## src/cbi_pkg.sv

```systemverilog
/*
  Shared constants and types for the processor bus interface and
  interrupt entry block: bus widths, vector addresses, synchroniser
  lane map and the interrupt entry sequencer states.
  Assumes a single sys_clk domain; control pin inputs are synchronised, address, data and read/write pin inputs are not.
*/
`default_nettype none

package cbi_pkg;

  ////////////////////////////////////////////////////////////////////
  localparam int unsigned ADDR_W     = 20;
  localparam int unsigned DATA_W     = 8;
  localparam int unsigned PC_W       = 16;
  localparam int unsigned UPPER_W    = 4;
  localparam int unsigned REG_IDX_W  = 6;

  // Address lines that take part in internal register selection
  localparam int unsigned REG_LO_MSB = 3;
  localparam int unsigned REG_HI_LSB = 8;
  localparam int unsigned REG_HI_MSB = 9;

  localparam logic [UPPER_W-1:0] UPPER_ZERO  = 4'h0;
  localparam logic [PC_W-1:0]    VEC_NMI_LO  = 16'hFFFA;
  localparam logic [PC_W-1:0]    VEC_NMI_HI  = 16'hFFFB;
  localparam logic [PC_W-1:0]    VEC_IRQ_LO  = 16'hFFFE;
  localparam logic [PC_W-1:0]    VEC_IRQ_HI  = 16'hFFFF;
  localparam logic [PC_W-1:0]    STACK_OFF_0 = 16'h0000;
  localparam logic [PC_W-1:0]    STACK_OFF_1 = 16'h0001;
  localparam logic [PC_W-1:0]    STACK_OFF_2 = 16'h0002;

  ////////////////////////////////////////////////////////////////////
  // Synchroniser lanes
  localparam int unsigned SI_PH0  = 0;
  localparam int unsigned SI_AEC  = 1;
  localparam int unsigned SI_REL  = 2;
  localparam int unsigned SI_RSEL = 3;
  localparam int unsigned SI_MAP  = 4;
  localparam int unsigned SI_NMI  = 5;
  localparam int unsigned SI_IRQ  = 6;
  localparam int unsigned SI_FLA  = 7;
  localparam int unsigned SI_FLB  = 8;
  localparam int unsigned SYNC_W  = 9;
  // Every lane idles high (pull-ups, clock high after reset)
  localparam logic [SYNC_W-1:0] SYNC_RST = 9'h1FF;

  typedef enum logic [2:0]
  {
    SEQ_IDLE,
    SEQ_PUSH_PCH,
    SEQ_PUSH_PCL,
    SEQ_PUSH_P,
    SEQ_VEC_LO,
    SEQ_VEC_HI
  } cbi_seq_t;

endpackage

`default_nettype wire

```

## src/cbi_sync.sv

```systemverilog
/*
  Multi-lane input synchroniser with edge detection.
  Each lane passes three flip-flops; a new level is accepted only
  when the second and third stages agree. Assumes synchronous reset.
*/
`default_nettype none

module cbi_sync #(
  parameter int unsigned        W       = 1,
  parameter logic [W-1:0]       RST_VAL = '1
) (
  input  wire logic         sys_clk,  // System clock
  input  wire logic         srst,     // Synchronous reset, high
  input  wire logic [W-1:0] async_in, // Raw pin levels
  output logic      [W-1:0] level,    // Filtered level
  output logic      [W-1:0] fell      // One-cycle falling pulse
);

  logic [W-1:0] stage1;
  logic [W-1:0] stage2;
  logic [W-1:0] stage3;
  logic [W-1:0] agree;

  assign agree = ~(stage2 ^ stage3);

  always_ff @(posedge sys_clk)
  begin
    if (srst)
    begin
      stage1 <= RST_VAL;
      stage2 <= RST_VAL;
      stage3 <= RST_VAL;
    end
    else
    begin
      stage1 <= async_in;
      stage2 <= stage1;
      stage3 <= stage2;
    end
  end

  always_ff @(posedge sys_clk)
  begin
    if (srst)
    begin
      level <= RST_VAL;
      fell  <= '0;
    end
    else
    begin
      level <= (level & ~agree) | (stage3 & agree);
      fell  <= level & ~stage3 & agree;
    end
  end

endmodule

`default_nettype wire

```

## src/cbi_bus_irq.sv

```systemverilog
/*
  Processor system bus interface with interrupt entry sequencing.
  Drives the address, data, read/write and mapped-access pins for the
  core, yields them to external bus masters, decodes internal register
  selection and runs the stack push / vector fetch on interrupts.
  Assumes the core presents its next bus request before each falling
  edge of the phase-zero clock, and that the phase-zero clock is much
  slower than sys_clk (it is sampled as a pin).
*/
// Summary of operation
// - 20-bit address bus floats when bus release or address enable is low.
// - Internal register select decodes address lines 0-3, 8 and 9 only.
// - Fetch marker is high for whole opcode fetch cycles, low otherwise.
// - Address enable high drives address, map and read/write; low floats them.
// - Bus release low floats address, map and read/write for other masters.
// - Either enable low at phase-zero fall halts the cycle, outputs held.
// - Mapped access drives map low and blocks internal register selection.
// - Unmapped access keeps map high and upper four address lines low.
// - Map and register select both low externally: test mode, data stays driven.
// - Data moves over an 8-bit two-way data bus.
// - Read/write high except on writes; floats when either enable is low.
// - Flag inputs synchronised; a falling edge with its mask bit set pulls interrupt line low.
// - NMI falling edge starts NMI entry at the next opcode fetch.
// - NMI is taken regardless of the interrupt mask flag.
// - NMI entry pushes PC high, PC low, status; vector from FFFA/FFFB.
// - No interrupt is recognised unless both enables are high.
// - Map opcode inhibits all interrupts until a no-operation opcode runs.
// - Interrupt line sampled in phase two; edge counts only with mask clear.
// - IRQ entry stacks PC and status, sets mask, vector from FFFE/FFFF.
`default_nettype none

module cbi_bus_irq (
  input  wire logic        sys_clk,             // System clock, 100 MHz
  input  wire logic        srst,                // Synchronous reset, high
  input  wire logic        phase_zero_clock,    // Bus cycle clock pin
  input  wire logic        address_enable_in,   // Address enable pin
  input  wire logic        bus_release_n,       // Bus release request, low
  input  wire logic        reg_select_n,        // Register select pin, low
  input  wire logic [19:0] address_lines_i,     // Address pins, in
  output logic      [19:0] address_lines_o,     // Address pins, out
  output logic             address_lines_oe,    // Address pins, enable
  input  wire logic [7:0]  data_lines_i,        // Data pins, in
  output logic      [7:0]  data_lines_o,        // Data pins, out
  output logic             data_lines_oe,       // Data pins, enable
  input  wire logic        rw_i,                // Read/write pin, in
  output logic             rw_o,                // Read/write pin, out
  output logic             rw_oe,               // Read/write pin, enable
  input  wire logic        map_n_i,             // Mapped indicator pin, in
  output logic             map_n_o,             // Mapped indicator, out
  output logic             map_n_oe,            // Mapped indicator, enable
  output logic             opcode_fetch_marker, // Opcode fetch cycle
  input  wire logic        nmi_n,               // Non-maskable request pin
  input  wire logic        edge_irq_input_a_n,  // Edge flag input A
  input  wire logic        edge_irq_input_b_n,  // Edge flag input B
  input  wire logic        flag_mask_a,         // Mask bit for flag A
  input  wire logic        flag_mask_b,         // Mask bit for flag B
  input  wire logic        flag_clear,          // Flag request cleared
  input  wire logic        irq_n_i,             // Interrupt line, in
  output logic             irq_n_o,             // Interrupt line, out
  output logic             irq_n_oe,            // Interrupt line, enable
  input  wire logic [19:0] core_addr,           // Next cycle address
  input  wire logic        core_mapped,         // Next cycle is mapped
  input  wire logic        core_write,          // Next cycle writes
  input  wire logic [7:0]  core_wdata,          // Next cycle write data
  input  wire logic        core_fetch,          // Next cycle is a fetch
  input  wire logic [15:0] core_pc,             // PC of the pending fetch
  input  wire logic [15:0] core_sp,             // Stack pointer
  input  wire logic [7:0]  core_status,         // Status register
  input  wire logic        core_i_flag,         // Interrupt mask flag
  input  wire logic        core_map_op,         // Map opcode executed
  input  wire logic        core_nop_op,         // No-op opcode executed
  output logic      [7:0]  core_rdata,          // Read data of the cycle
  output logic             cycle_done,          // Core cycle completed
  output logic             pc_load,             // Load vector into PC
  output logic      [15:0] pc_value,            // Vector address
  output logic             set_i_flag,          // Set the mask flag
  output logic             reg_sel,             // Internal register hit
  output logic      [5:0]  reg_index,           // Register index
  output logic             reg_write,           // Register access writes
  output logic             test_mode            // Data bus test mode
);

  ////////////////////////////////////////////////////////////////////
  // Pin synchronisation

  logic [cbi_pkg::SYNC_W-1:0] pin_raw;
  logic [cbi_pkg::SYNC_W-1:0] pin_lvl;
  logic [cbi_pkg::SYNC_W-1:0] pin_fell;

  always_comb
  begin
    pin_raw                    = '1;
    pin_raw[cbi_pkg::SI_PH0]   = phase_zero_clock;
    pin_raw[cbi_pkg::SI_AEC]   = address_enable_in;
    pin_raw[cbi_pkg::SI_REL]   = bus_release_n;
    pin_raw[cbi_pkg::SI_RSEL]  = reg_select_n;
    pin_raw[cbi_pkg::SI_MAP]   = map_n_i;
    pin_raw[cbi_pkg::SI_NMI]   = nmi_n;
    pin_raw[cbi_pkg::SI_IRQ]   = irq_n_i;
    pin_raw[cbi_pkg::SI_FLA]   = edge_irq_input_a_n;
    pin_raw[cbi_pkg::SI_FLB]   = edge_irq_input_b_n;
  end

  cbi_sync #(
    .W       (cbi_pkg::SYNC_W),
    .RST_VAL (cbi_pkg::SYNC_RST)
  ) u_sync (
    .sys_clk  (sys_clk),
    .srst     (srst),
    .async_in (pin_raw),
    .level    (pin_lvl),
    .fell     (pin_fell)
  );

  ////////////////////////////////////////////////////////////////////
  // Address helpers

  function automatic logic [19:0] unmapped_addr(input logic [15:0] a);
    unmapped_addr = {cbi_pkg::UPPER_ZERO, a};
  endfunction

  function automatic logic [19:0] stack_addr(input logic [15:0] sp,
                                             input logic [15:0] off);
    stack_addr = unmapped_addr(sp - off);
  endfunction

  function automatic logic [5:0] reg_decode(input logic [19:0] a);
    reg_decode = {a[cbi_pkg::REG_HI_MSB:cbi_pkg::REG_HI_LSB],
                  a[cbi_pkg::REG_LO_MSB:0]};
  endfunction

  ////////////////////////////////////////////////////////////////////
  // Cycle timing

  logic             phase_two;
  logic             cycle_end;
  logic             bus_en;
  logic             advance;
  logic             halt;

  assign phase_two = pin_lvl[cbi_pkg::SI_PH0];
  assign cycle_end = pin_fell[cbi_pkg::SI_PH0];
  assign bus_en    = pin_lvl[cbi_pkg::SI_AEC] & pin_lvl[cbi_pkg::SI_REL];
  assign halt      = cycle_end & ~bus_en;
  assign advance   = cycle_end & bus_en;

  ////////////////////////////////////////////////////////////////////
  // Interrupt requests

  cbi_pkg::cbi_seq_t seq_state;
  cbi_pkg::cbi_seq_t next_seq_state;
  logic              seq_nmi;
  logic              nmi_pend;
  logic              irq_pend;
  logic              flag_pend;
  logic              int_inhibit;
  logic              bus_write;
  logic              bus_mapped;
  logic              bus_fetch;
  logic [19:0]       bus_addr;
  logic [7:0]        bus_wdata;
  logic [7:0]        vec_lo;
  logic              take_nmi;
  logic              take_irq;
  logic              take;
  logic              flag_edge;
  logic              irq_edge;

  assign take_nmi  = nmi_pend;
  assign take_irq  = irq_pend & ~core_i_flag;
  // Entry only on a completed fetch cycle with both enables high
  assign take      = advance && seq_state == cbi_pkg::SEQ_IDLE && bus_fetch
                     && !int_inhibit && (take_nmi || take_irq);
  assign flag_edge = (pin_fell[cbi_pkg::SI_FLA] & flag_mask_a)
                   | (pin_fell[cbi_pkg::SI_FLB] & flag_mask_b);
  assign irq_edge  = pin_fell[cbi_pkg::SI_IRQ] & phase_two & ~core_i_flag;

  // Set beats clear on every request flag
  always_ff @(posedge sys_clk)
  begin
    if (srst)
      nmi_pend <= 1'b0;
    else if (pin_fell[cbi_pkg::SI_NMI])
      nmi_pend <= 1'b1;
    else if (take && take_nmi)
      nmi_pend <= 1'b0;
  end

  always_ff @(posedge sys_clk)
  begin
    if (srst)
      irq_pend <= 1'b0;
    else if (irq_edge)
      irq_pend <= 1'b1;
    else if (take && !take_nmi)
      irq_pend <= 1'b0;
  end

  always_ff @(posedge sys_clk)
  begin
    if (srst)
      flag_pend <= 1'b0;
    else if (flag_edge)
      flag_pend <= 1'b1;
    else if (flag_clear)
      flag_pend <= 1'b0;
  end

  always_ff @(posedge sys_clk)
  begin
    if (srst)
      int_inhibit <= 1'b0;
    else if (core_map_op)
      int_inhibit <= 1'b1;
    else if (core_nop_op)
      int_inhibit <= 1'b0;
  end

  // Open-drain: only ever pulls low
  assign irq_n_o  = 1'b0;
  assign irq_n_oe = flag_pend;

  ////////////////////////////////////////////////////////////////////
  // Entry sequencer

  always_comb
  begin
    next_seq_state = seq_state;
    if (advance)
    begin
      case (seq_state)
        cbi_pkg::SEQ_IDLE:     next_seq_state = take ? cbi_pkg::SEQ_PUSH_PCH
                                                     : cbi_pkg::SEQ_IDLE;
        cbi_pkg::SEQ_PUSH_PCH: next_seq_state = cbi_pkg::SEQ_PUSH_PCL;
        cbi_pkg::SEQ_PUSH_PCL: next_seq_state = cbi_pkg::SEQ_PUSH_P;
        cbi_pkg::SEQ_PUSH_P:   next_seq_state = cbi_pkg::SEQ_VEC_LO;
        cbi_pkg::SEQ_VEC_LO:   next_seq_state = cbi_pkg::SEQ_VEC_HI;
        default:               next_seq_state = cbi_pkg::SEQ_IDLE;
      endcase
    end
  end

  always_ff @(posedge sys_clk)
  begin
    if (srst)
    begin
      seq_state <= cbi_pkg::SEQ_IDLE;
      seq_nmi   <= 1'b0;
    end
    else
    begin
      seq_state <= next_seq_state;
      if (take)
        seq_nmi <= take_nmi;
    end
  end

  ////////////////////////////////////////////////////////////////////
  // Bus cycle registers: loaded only on a non-halted cycle end

  always_ff @(posedge sys_clk)
  begin
    if (srst)
    begin
      bus_addr   <= '0;
      bus_write  <= 1'b0;
      bus_mapped <= 1'b0;
      bus_wdata  <= '0;
      bus_fetch  <= 1'b0;
    end
    else if (advance)
    begin
      bus_mapped <= 1'b0;
      bus_fetch  <= 1'b0;
      bus_write  <= 1'b1;
      case (next_seq_state)
        cbi_pkg::SEQ_PUSH_PCH:
        begin
          bus_addr  <= stack_addr(core_sp, cbi_pkg::STACK_OFF_0);
          bus_wdata <= core_pc[15:8];
        end
        cbi_pkg::SEQ_PUSH_PCL:
        begin
          bus_addr  <= stack_addr(core_sp, cbi_pkg::STACK_OFF_1);
          bus_wdata <= core_pc[7:0];
        end
        cbi_pkg::SEQ_PUSH_P:
        begin
          bus_addr  <= stack_addr(core_sp, cbi_pkg::STACK_OFF_2);
          bus_wdata <= core_status;
        end
        cbi_pkg::SEQ_VEC_LO:
        begin
          bus_write <= 1'b0;
          bus_addr  <= unmapped_addr(seq_nmi ? cbi_pkg::VEC_NMI_LO
                                             : cbi_pkg::VEC_IRQ_LO);
        end
        cbi_pkg::SEQ_VEC_HI:
        begin
          bus_write <= 1'b0;
          bus_addr  <= unmapped_addr(seq_nmi ? cbi_pkg::VEC_NMI_HI
                                             : cbi_pkg::VEC_IRQ_HI);
        end
        default:
        begin
          if (seq_state == cbi_pkg::SEQ_VEC_HI)
          begin
            // First fetch of the handler, core has not seen the vector yet
            bus_write <= 1'b0;
            bus_fetch <= 1'b1;
            bus_addr  <= unmapped_addr({data_lines_i, vec_lo});
          end
          else
          begin
            bus_write  <= core_write;
            bus_mapped <= core_mapped;
            bus_fetch  <= core_fetch;
            bus_wdata  <= core_wdata;
            bus_addr   <= core_mapped ? core_addr
                                      : unmapped_addr(core_addr[15:0]);
          end
        end
      endcase
    end
  end

  ////////////////////////////////////////////////////////////////////
  // Core side results

  always_ff @(posedge sys_clk)
  begin
    if (srst)
    begin
      core_rdata <= '0;
      vec_lo     <= '0;
      cycle_done <= 1'b0;
      pc_load    <= 1'b0;
      pc_value   <= '0;
      set_i_flag <= 1'b0;
    end
    else
    begin
      cycle_done <= advance && seq_state == cbi_pkg::SEQ_IDLE && !take;
      pc_load    <= advance && seq_state == cbi_pkg::SEQ_VEC_HI;
      set_i_flag <= advance && seq_state == cbi_pkg::SEQ_VEC_HI && !seq_nmi;
      if (advance)
        core_rdata <= data_lines_i;
      if (advance && seq_state == cbi_pkg::SEQ_VEC_LO)
        vec_lo <= data_lines_i;
      if (advance && seq_state == cbi_pkg::SEQ_VEC_HI)
        pc_value <= {data_lines_i, vec_lo};
    end
  end

  ////////////////////////////////////////////////////////////////////
  // Pin drive

  assign address_lines_o     = bus_addr;
  assign address_lines_oe    = bus_en;
  assign map_n_o             = ~bus_mapped;
  assign map_n_oe            = bus_en;
  assign rw_o                = ~bus_write;
  assign rw_oe               = bus_en;
  assign data_lines_o        = bus_wdata;
  assign data_lines_oe       = bus_write & (bus_en | test_mode);
  assign opcode_fetch_marker = bus_fetch;

  ////////////////////////////////////////////////////////////////////
  // Register selection and test mode

  logic map_high;
  logic map_ext_low;

  // Own drive wins while enabled for map_high; map_ext_low reads the pin unless own drive is low
  assign map_high    = map_n_oe ? map_n_o : pin_lvl[cbi_pkg::SI_MAP];
  assign map_ext_low = ~pin_lvl[cbi_pkg::SI_MAP] & ~(map_n_oe & ~map_n_o);

  always_ff @(posedge sys_clk)
  begin
    if (srst)
    begin
      reg_sel   <= 1'b0;
      reg_index <= '0;
      reg_write <= 1'b0;
      test_mode <= 1'b0;
    end
    else
    begin
      reg_sel   <= ~pin_lvl[cbi_pkg::SI_RSEL] & map_high;
      reg_index <= reg_decode(bus_en ? bus_addr : address_lines_i);
      reg_write <= bus_en ? bus_write : ~rw_i;
      test_mode <= ~pin_lvl[cbi_pkg::SI_RSEL] & map_ext_low;
    end
  end
endmodule

`default_nettype wire

```

## config.mk

```make
export PLATFORM = sky130hd
export DESIGN_NAME = cbi_bus_irq
export DESIGN_NICKNAME = d
export VERILOG_FILES = /design/src/cbi_pkg.sv /design/src/cbi_sync.sv /design/src/cbi_bus_irq.sv
export SDC_FILE = /design/constraint.sdc
export NUM_CORES = 1
export LEC_CHECK = 0
export ABC_CLOCK_PERIOD_IN_PS = 3100
export BUFFER_PORTS_ARGS = -buffer_cell sky130_fd_sc_hd__buf_2
export CAP_MARGIN = 20
export CORE_ASPECT_RATIO = 1.5
export CORE_MARGIN = 2
export CORE_UTILIZATION = 51
export CTS_CLUSTER_SIZE = 20
export DETAILED_ROUTE_END_ITERATION = 6
export PLACE_DENSITY = 0.89
export SYNTH_ARGS = -nofsm -noshare
export SYNTH_HDL_FRONTEND = slang
export SYNTH_SLANG_ARGS = --single-unit
```

## constraint.sdc

```tcl
create_clock -name sys_clk -period 3.1 [get_ports sys_clk]
set_input_delay 0.62 -clock sys_clk [delete_from_list [all_inputs] [get_ports sys_clk]]
set_output_delay 0.62 -clock sys_clk [all_outputs]
set_load 0.01 [all_outputs]
```

==> qor.csv <==
metric,value,unit
clock skew,0.00929,ns
Worst Path Required,2.48,ns
met3 usage,6.46,%
Worst slew margin,35.7,%
pin count of the biggest net entering global routing,63,
Core Rows,47,
Syn Area/Cell,8.18,sq um
Iter 0 DRT Violations,434,
routed via count,5869,
GRT Overall Usage,28.0,%
most frequent cells after synthesis,"dfxtp_1 (124), nand2_1 (109), nor2_1 (64), a21oi_1 (50), o21ai_0 (43)",
CTS buffer count,17,
max cap viols,0,
peak supply drop,0.453,mV
Worst Max-Slew Pin Slew,0.961,ns
vias in the first global route,5462,
clk_lat worst skew,0.41,ns
post-synthesis sequential element count,124,
"slowest stage cell, crit path",inv_1,
postcts setup bufs,0,
YS warnings,0,
overall power,3.77,mW
"most used cell, CP",nor2_1,
met2 Resource Use GR,47.1,%
Pleak,3.25,nW
CP endpoint,data_lines_oe,
Tcrit/Tclk final,83.9,%
Final ANT Viol Nets,0,
Reg area,2480,sq um
CP peak stage delay,0.52,ns
Post-CTS Hold Fix Bufs,0,
Reg2Reg Depth,6,
nets,995,
largest cells by area after synthesis,"dfxtp_1 (43%), nand2_1 (7.1%), a21oi_1 (4.3%)",
cells after synthesis,704,
root buffer cell,clkbuf_16,
share of cells above drive strength 1,30.3,%
"Slew Viols, Final",0,
vias per inst,5.68,
total core area,11000,sq um
worst path cell trace,nand2_1 > inv_1 > nor2_1 > nor2_1 > buf_2,
RR Startpoint,seq_state[0]$_SDFF_PP0_,
DR pass1 iterations,5,
CTS sink count,124,
total routed wirelength,17300,um
power per cell area,509,nW/um^2
first-pass GRT wire length,27300,um
worst hold path type,input pin to register,
I/O pin cnt,190,
RSZ-0062 raised after global routing,false,
final hold vios,0,
Yosys top cell by area,dfxtp_1,
Final setup viols,0,
hpwl dp,12700,um
most common cell in the netlist,dfxtp_1,
share of flip-flops with an asynchronous set or reset,0,%
CP Data Arrival Time,1.98,ns
WS Path Type,register to output pin,
number of flops mapped to enable cells by yosys,0,
die height,134,um
kind of end point of the critical path,output pin,
Max Clk Rate,385,MHz
DR DRC count,0,
antenna violations before repair,0,
mean routed wirelength per cell,16.7,um
Critical Path Source Type,register,
Die X,90.7,um
setup TNS,0,ns
H-tree levels,4,
Final min period,2.60,ns
"Net Count, Synth",824,
Syn-to-layout area delta,28.7,%
Top Usage Layer GRT,met2,
placer congestion estimate,0.980,
GR Overflow Total,0,
R2R Path End,address_lines_o[15]$_SDFFE_PP0N_,
die area,12200,sq um
register area share after synthesis,43.1,%
ant diodes,0,
PostCTS Resize Cnt,0,
status,"complete, no violations",
clock transition at the registers of the reported paths,0.06,ns
R2R Setup Slk,0.54,ns
Starting Density,52.3,%
CTS max path bufs,2,
Critical Path Fanout Max,13,
Cell variety after synth,66,
Synth top area share,43.1,%
input/output buffers,174,
Multi-input gate area,3010,sq um
M1 GR Usage,31.6,%
top_reg_cell synth,dfxtp_1,
CTS tree,done,
Synth Cell Area,5760,sq um
Fill cells,933,
==> critical path: cells and delay by family (launching register included) <==
kind	cells	cell delay (ns)
buffers and inverters	2	0.65
and+or+nand+nor	3	0.50
DFF	1	0.41
==> per-stage QoR <==
step,setup slack (ns),cell area [sq um],std cells,hold WS [ns],util [%]
finish,0.500,7410,1034,0.381,67.3
CTS,0.518,7400,1033,0.376,67.3
floorplan,0.338,5760,704,0.389,-
detailed placement,0.185,6810,1002,0.396,61.9
global placement,0.215,6810,1002,0.391,61.9
global route,0.351,7410,1034,0.380,67.3
==> per-layer routing <==
layer / wire (um) / up-vias
met4: 1000 / 0
met2: 8360 / 288
met1: 6680 / 2663
li1: - / 2849
met3: 1250 / 69
met5: 0 / -
==> final cells by class <==
cell class	instances	share of cell area (%)
multi-input cells	517	40.7
well taps	147	2.48
flip-flops and latches	124	33.5
repair buffers	203	14.7
inverters	12	0.608
clock buffers	20	6.17
clock inverters	11	1.82
==> cells by family (layout without fill, tap and decap cells) <==
family                     Yosys count  after routing  synth area share (%)
and+or+nand+nor                    288            288                  23.8
AOI/OAI and AO/OA                  202            202                  23.8
DFF                                124            124                  43.1
buffers and inverters               63            246                  4.50
muxes                               20             20                  3.61
adders and majority gates            3              3                 0.652
xor gates and xnor gates             3              3                 0.457
other                                1              1                0.0652
==> worst min-delay path by stage <==
stage                                           start                     endpoint  slack (ns)  cells after the start
after floorplan           u_sync.stage1[0]$_SDFF_PP1_  u_sync.stage2[0]$_SDFF_PP1_        0.39                      1
after global placement    u_sync.stage1[4]$_SDFF_PP1_  u_sync.stage2[4]$_SDFF_PP1_        0.39                      1
after detailed placement  u_sync.stage1[0]$_SDFF_PP1_  u_sync.stage2[0]$_SDFF_PP1_        0.40                      1
after CTS                                        rw_i         reg_write$_SDFF_PP0_        0.38                      2
after global routing                 phase_zero_clock  u_sync.stage1[0]$_SDFF_PP1_        0.38                      2
final                                            rw_i         reg_write$_SDFF_PP0_        0.38                      2
==> cell usage in the layout, fill, tap and decap left out, drive strengths merged, types with 7 or more instances in the layout <==
cell type and count:
buf 203, dfxtp 124, nand2 109, nor2 64
a21oi 50, o21ai 43, or2 27, clkbuf 20
nor3 18, a22o 17, mux2i 17, nand3 15
inv 13, nand2b 12, o21bai 10, a31oi 9
o211ai 9, a311o 7
==> flip-flops by register name, indices dropped and copies added, names as in the netlist, 3 cells and up, named ones only <==
name and flops:
pc_value 16, data_lines_o 8, address_lines_o 20, u_sync.stage1 9, vec_lo 8, u_sync.fell 5
u_sync.stage2 9, reg_index 6, u_sync.stage3 9, seq_state 3, core_rdata 8
==> report_power, final <==
group	switching (mW)	internal [mW]	total, mW
registers	0.00799	1.61	1.62
logic	0.104	0.0884	0.192
clock network	0.730	1.23	1.96
total	0.842	2.93	3.77
Note: power is estimated with default switching activity, not from simulation.
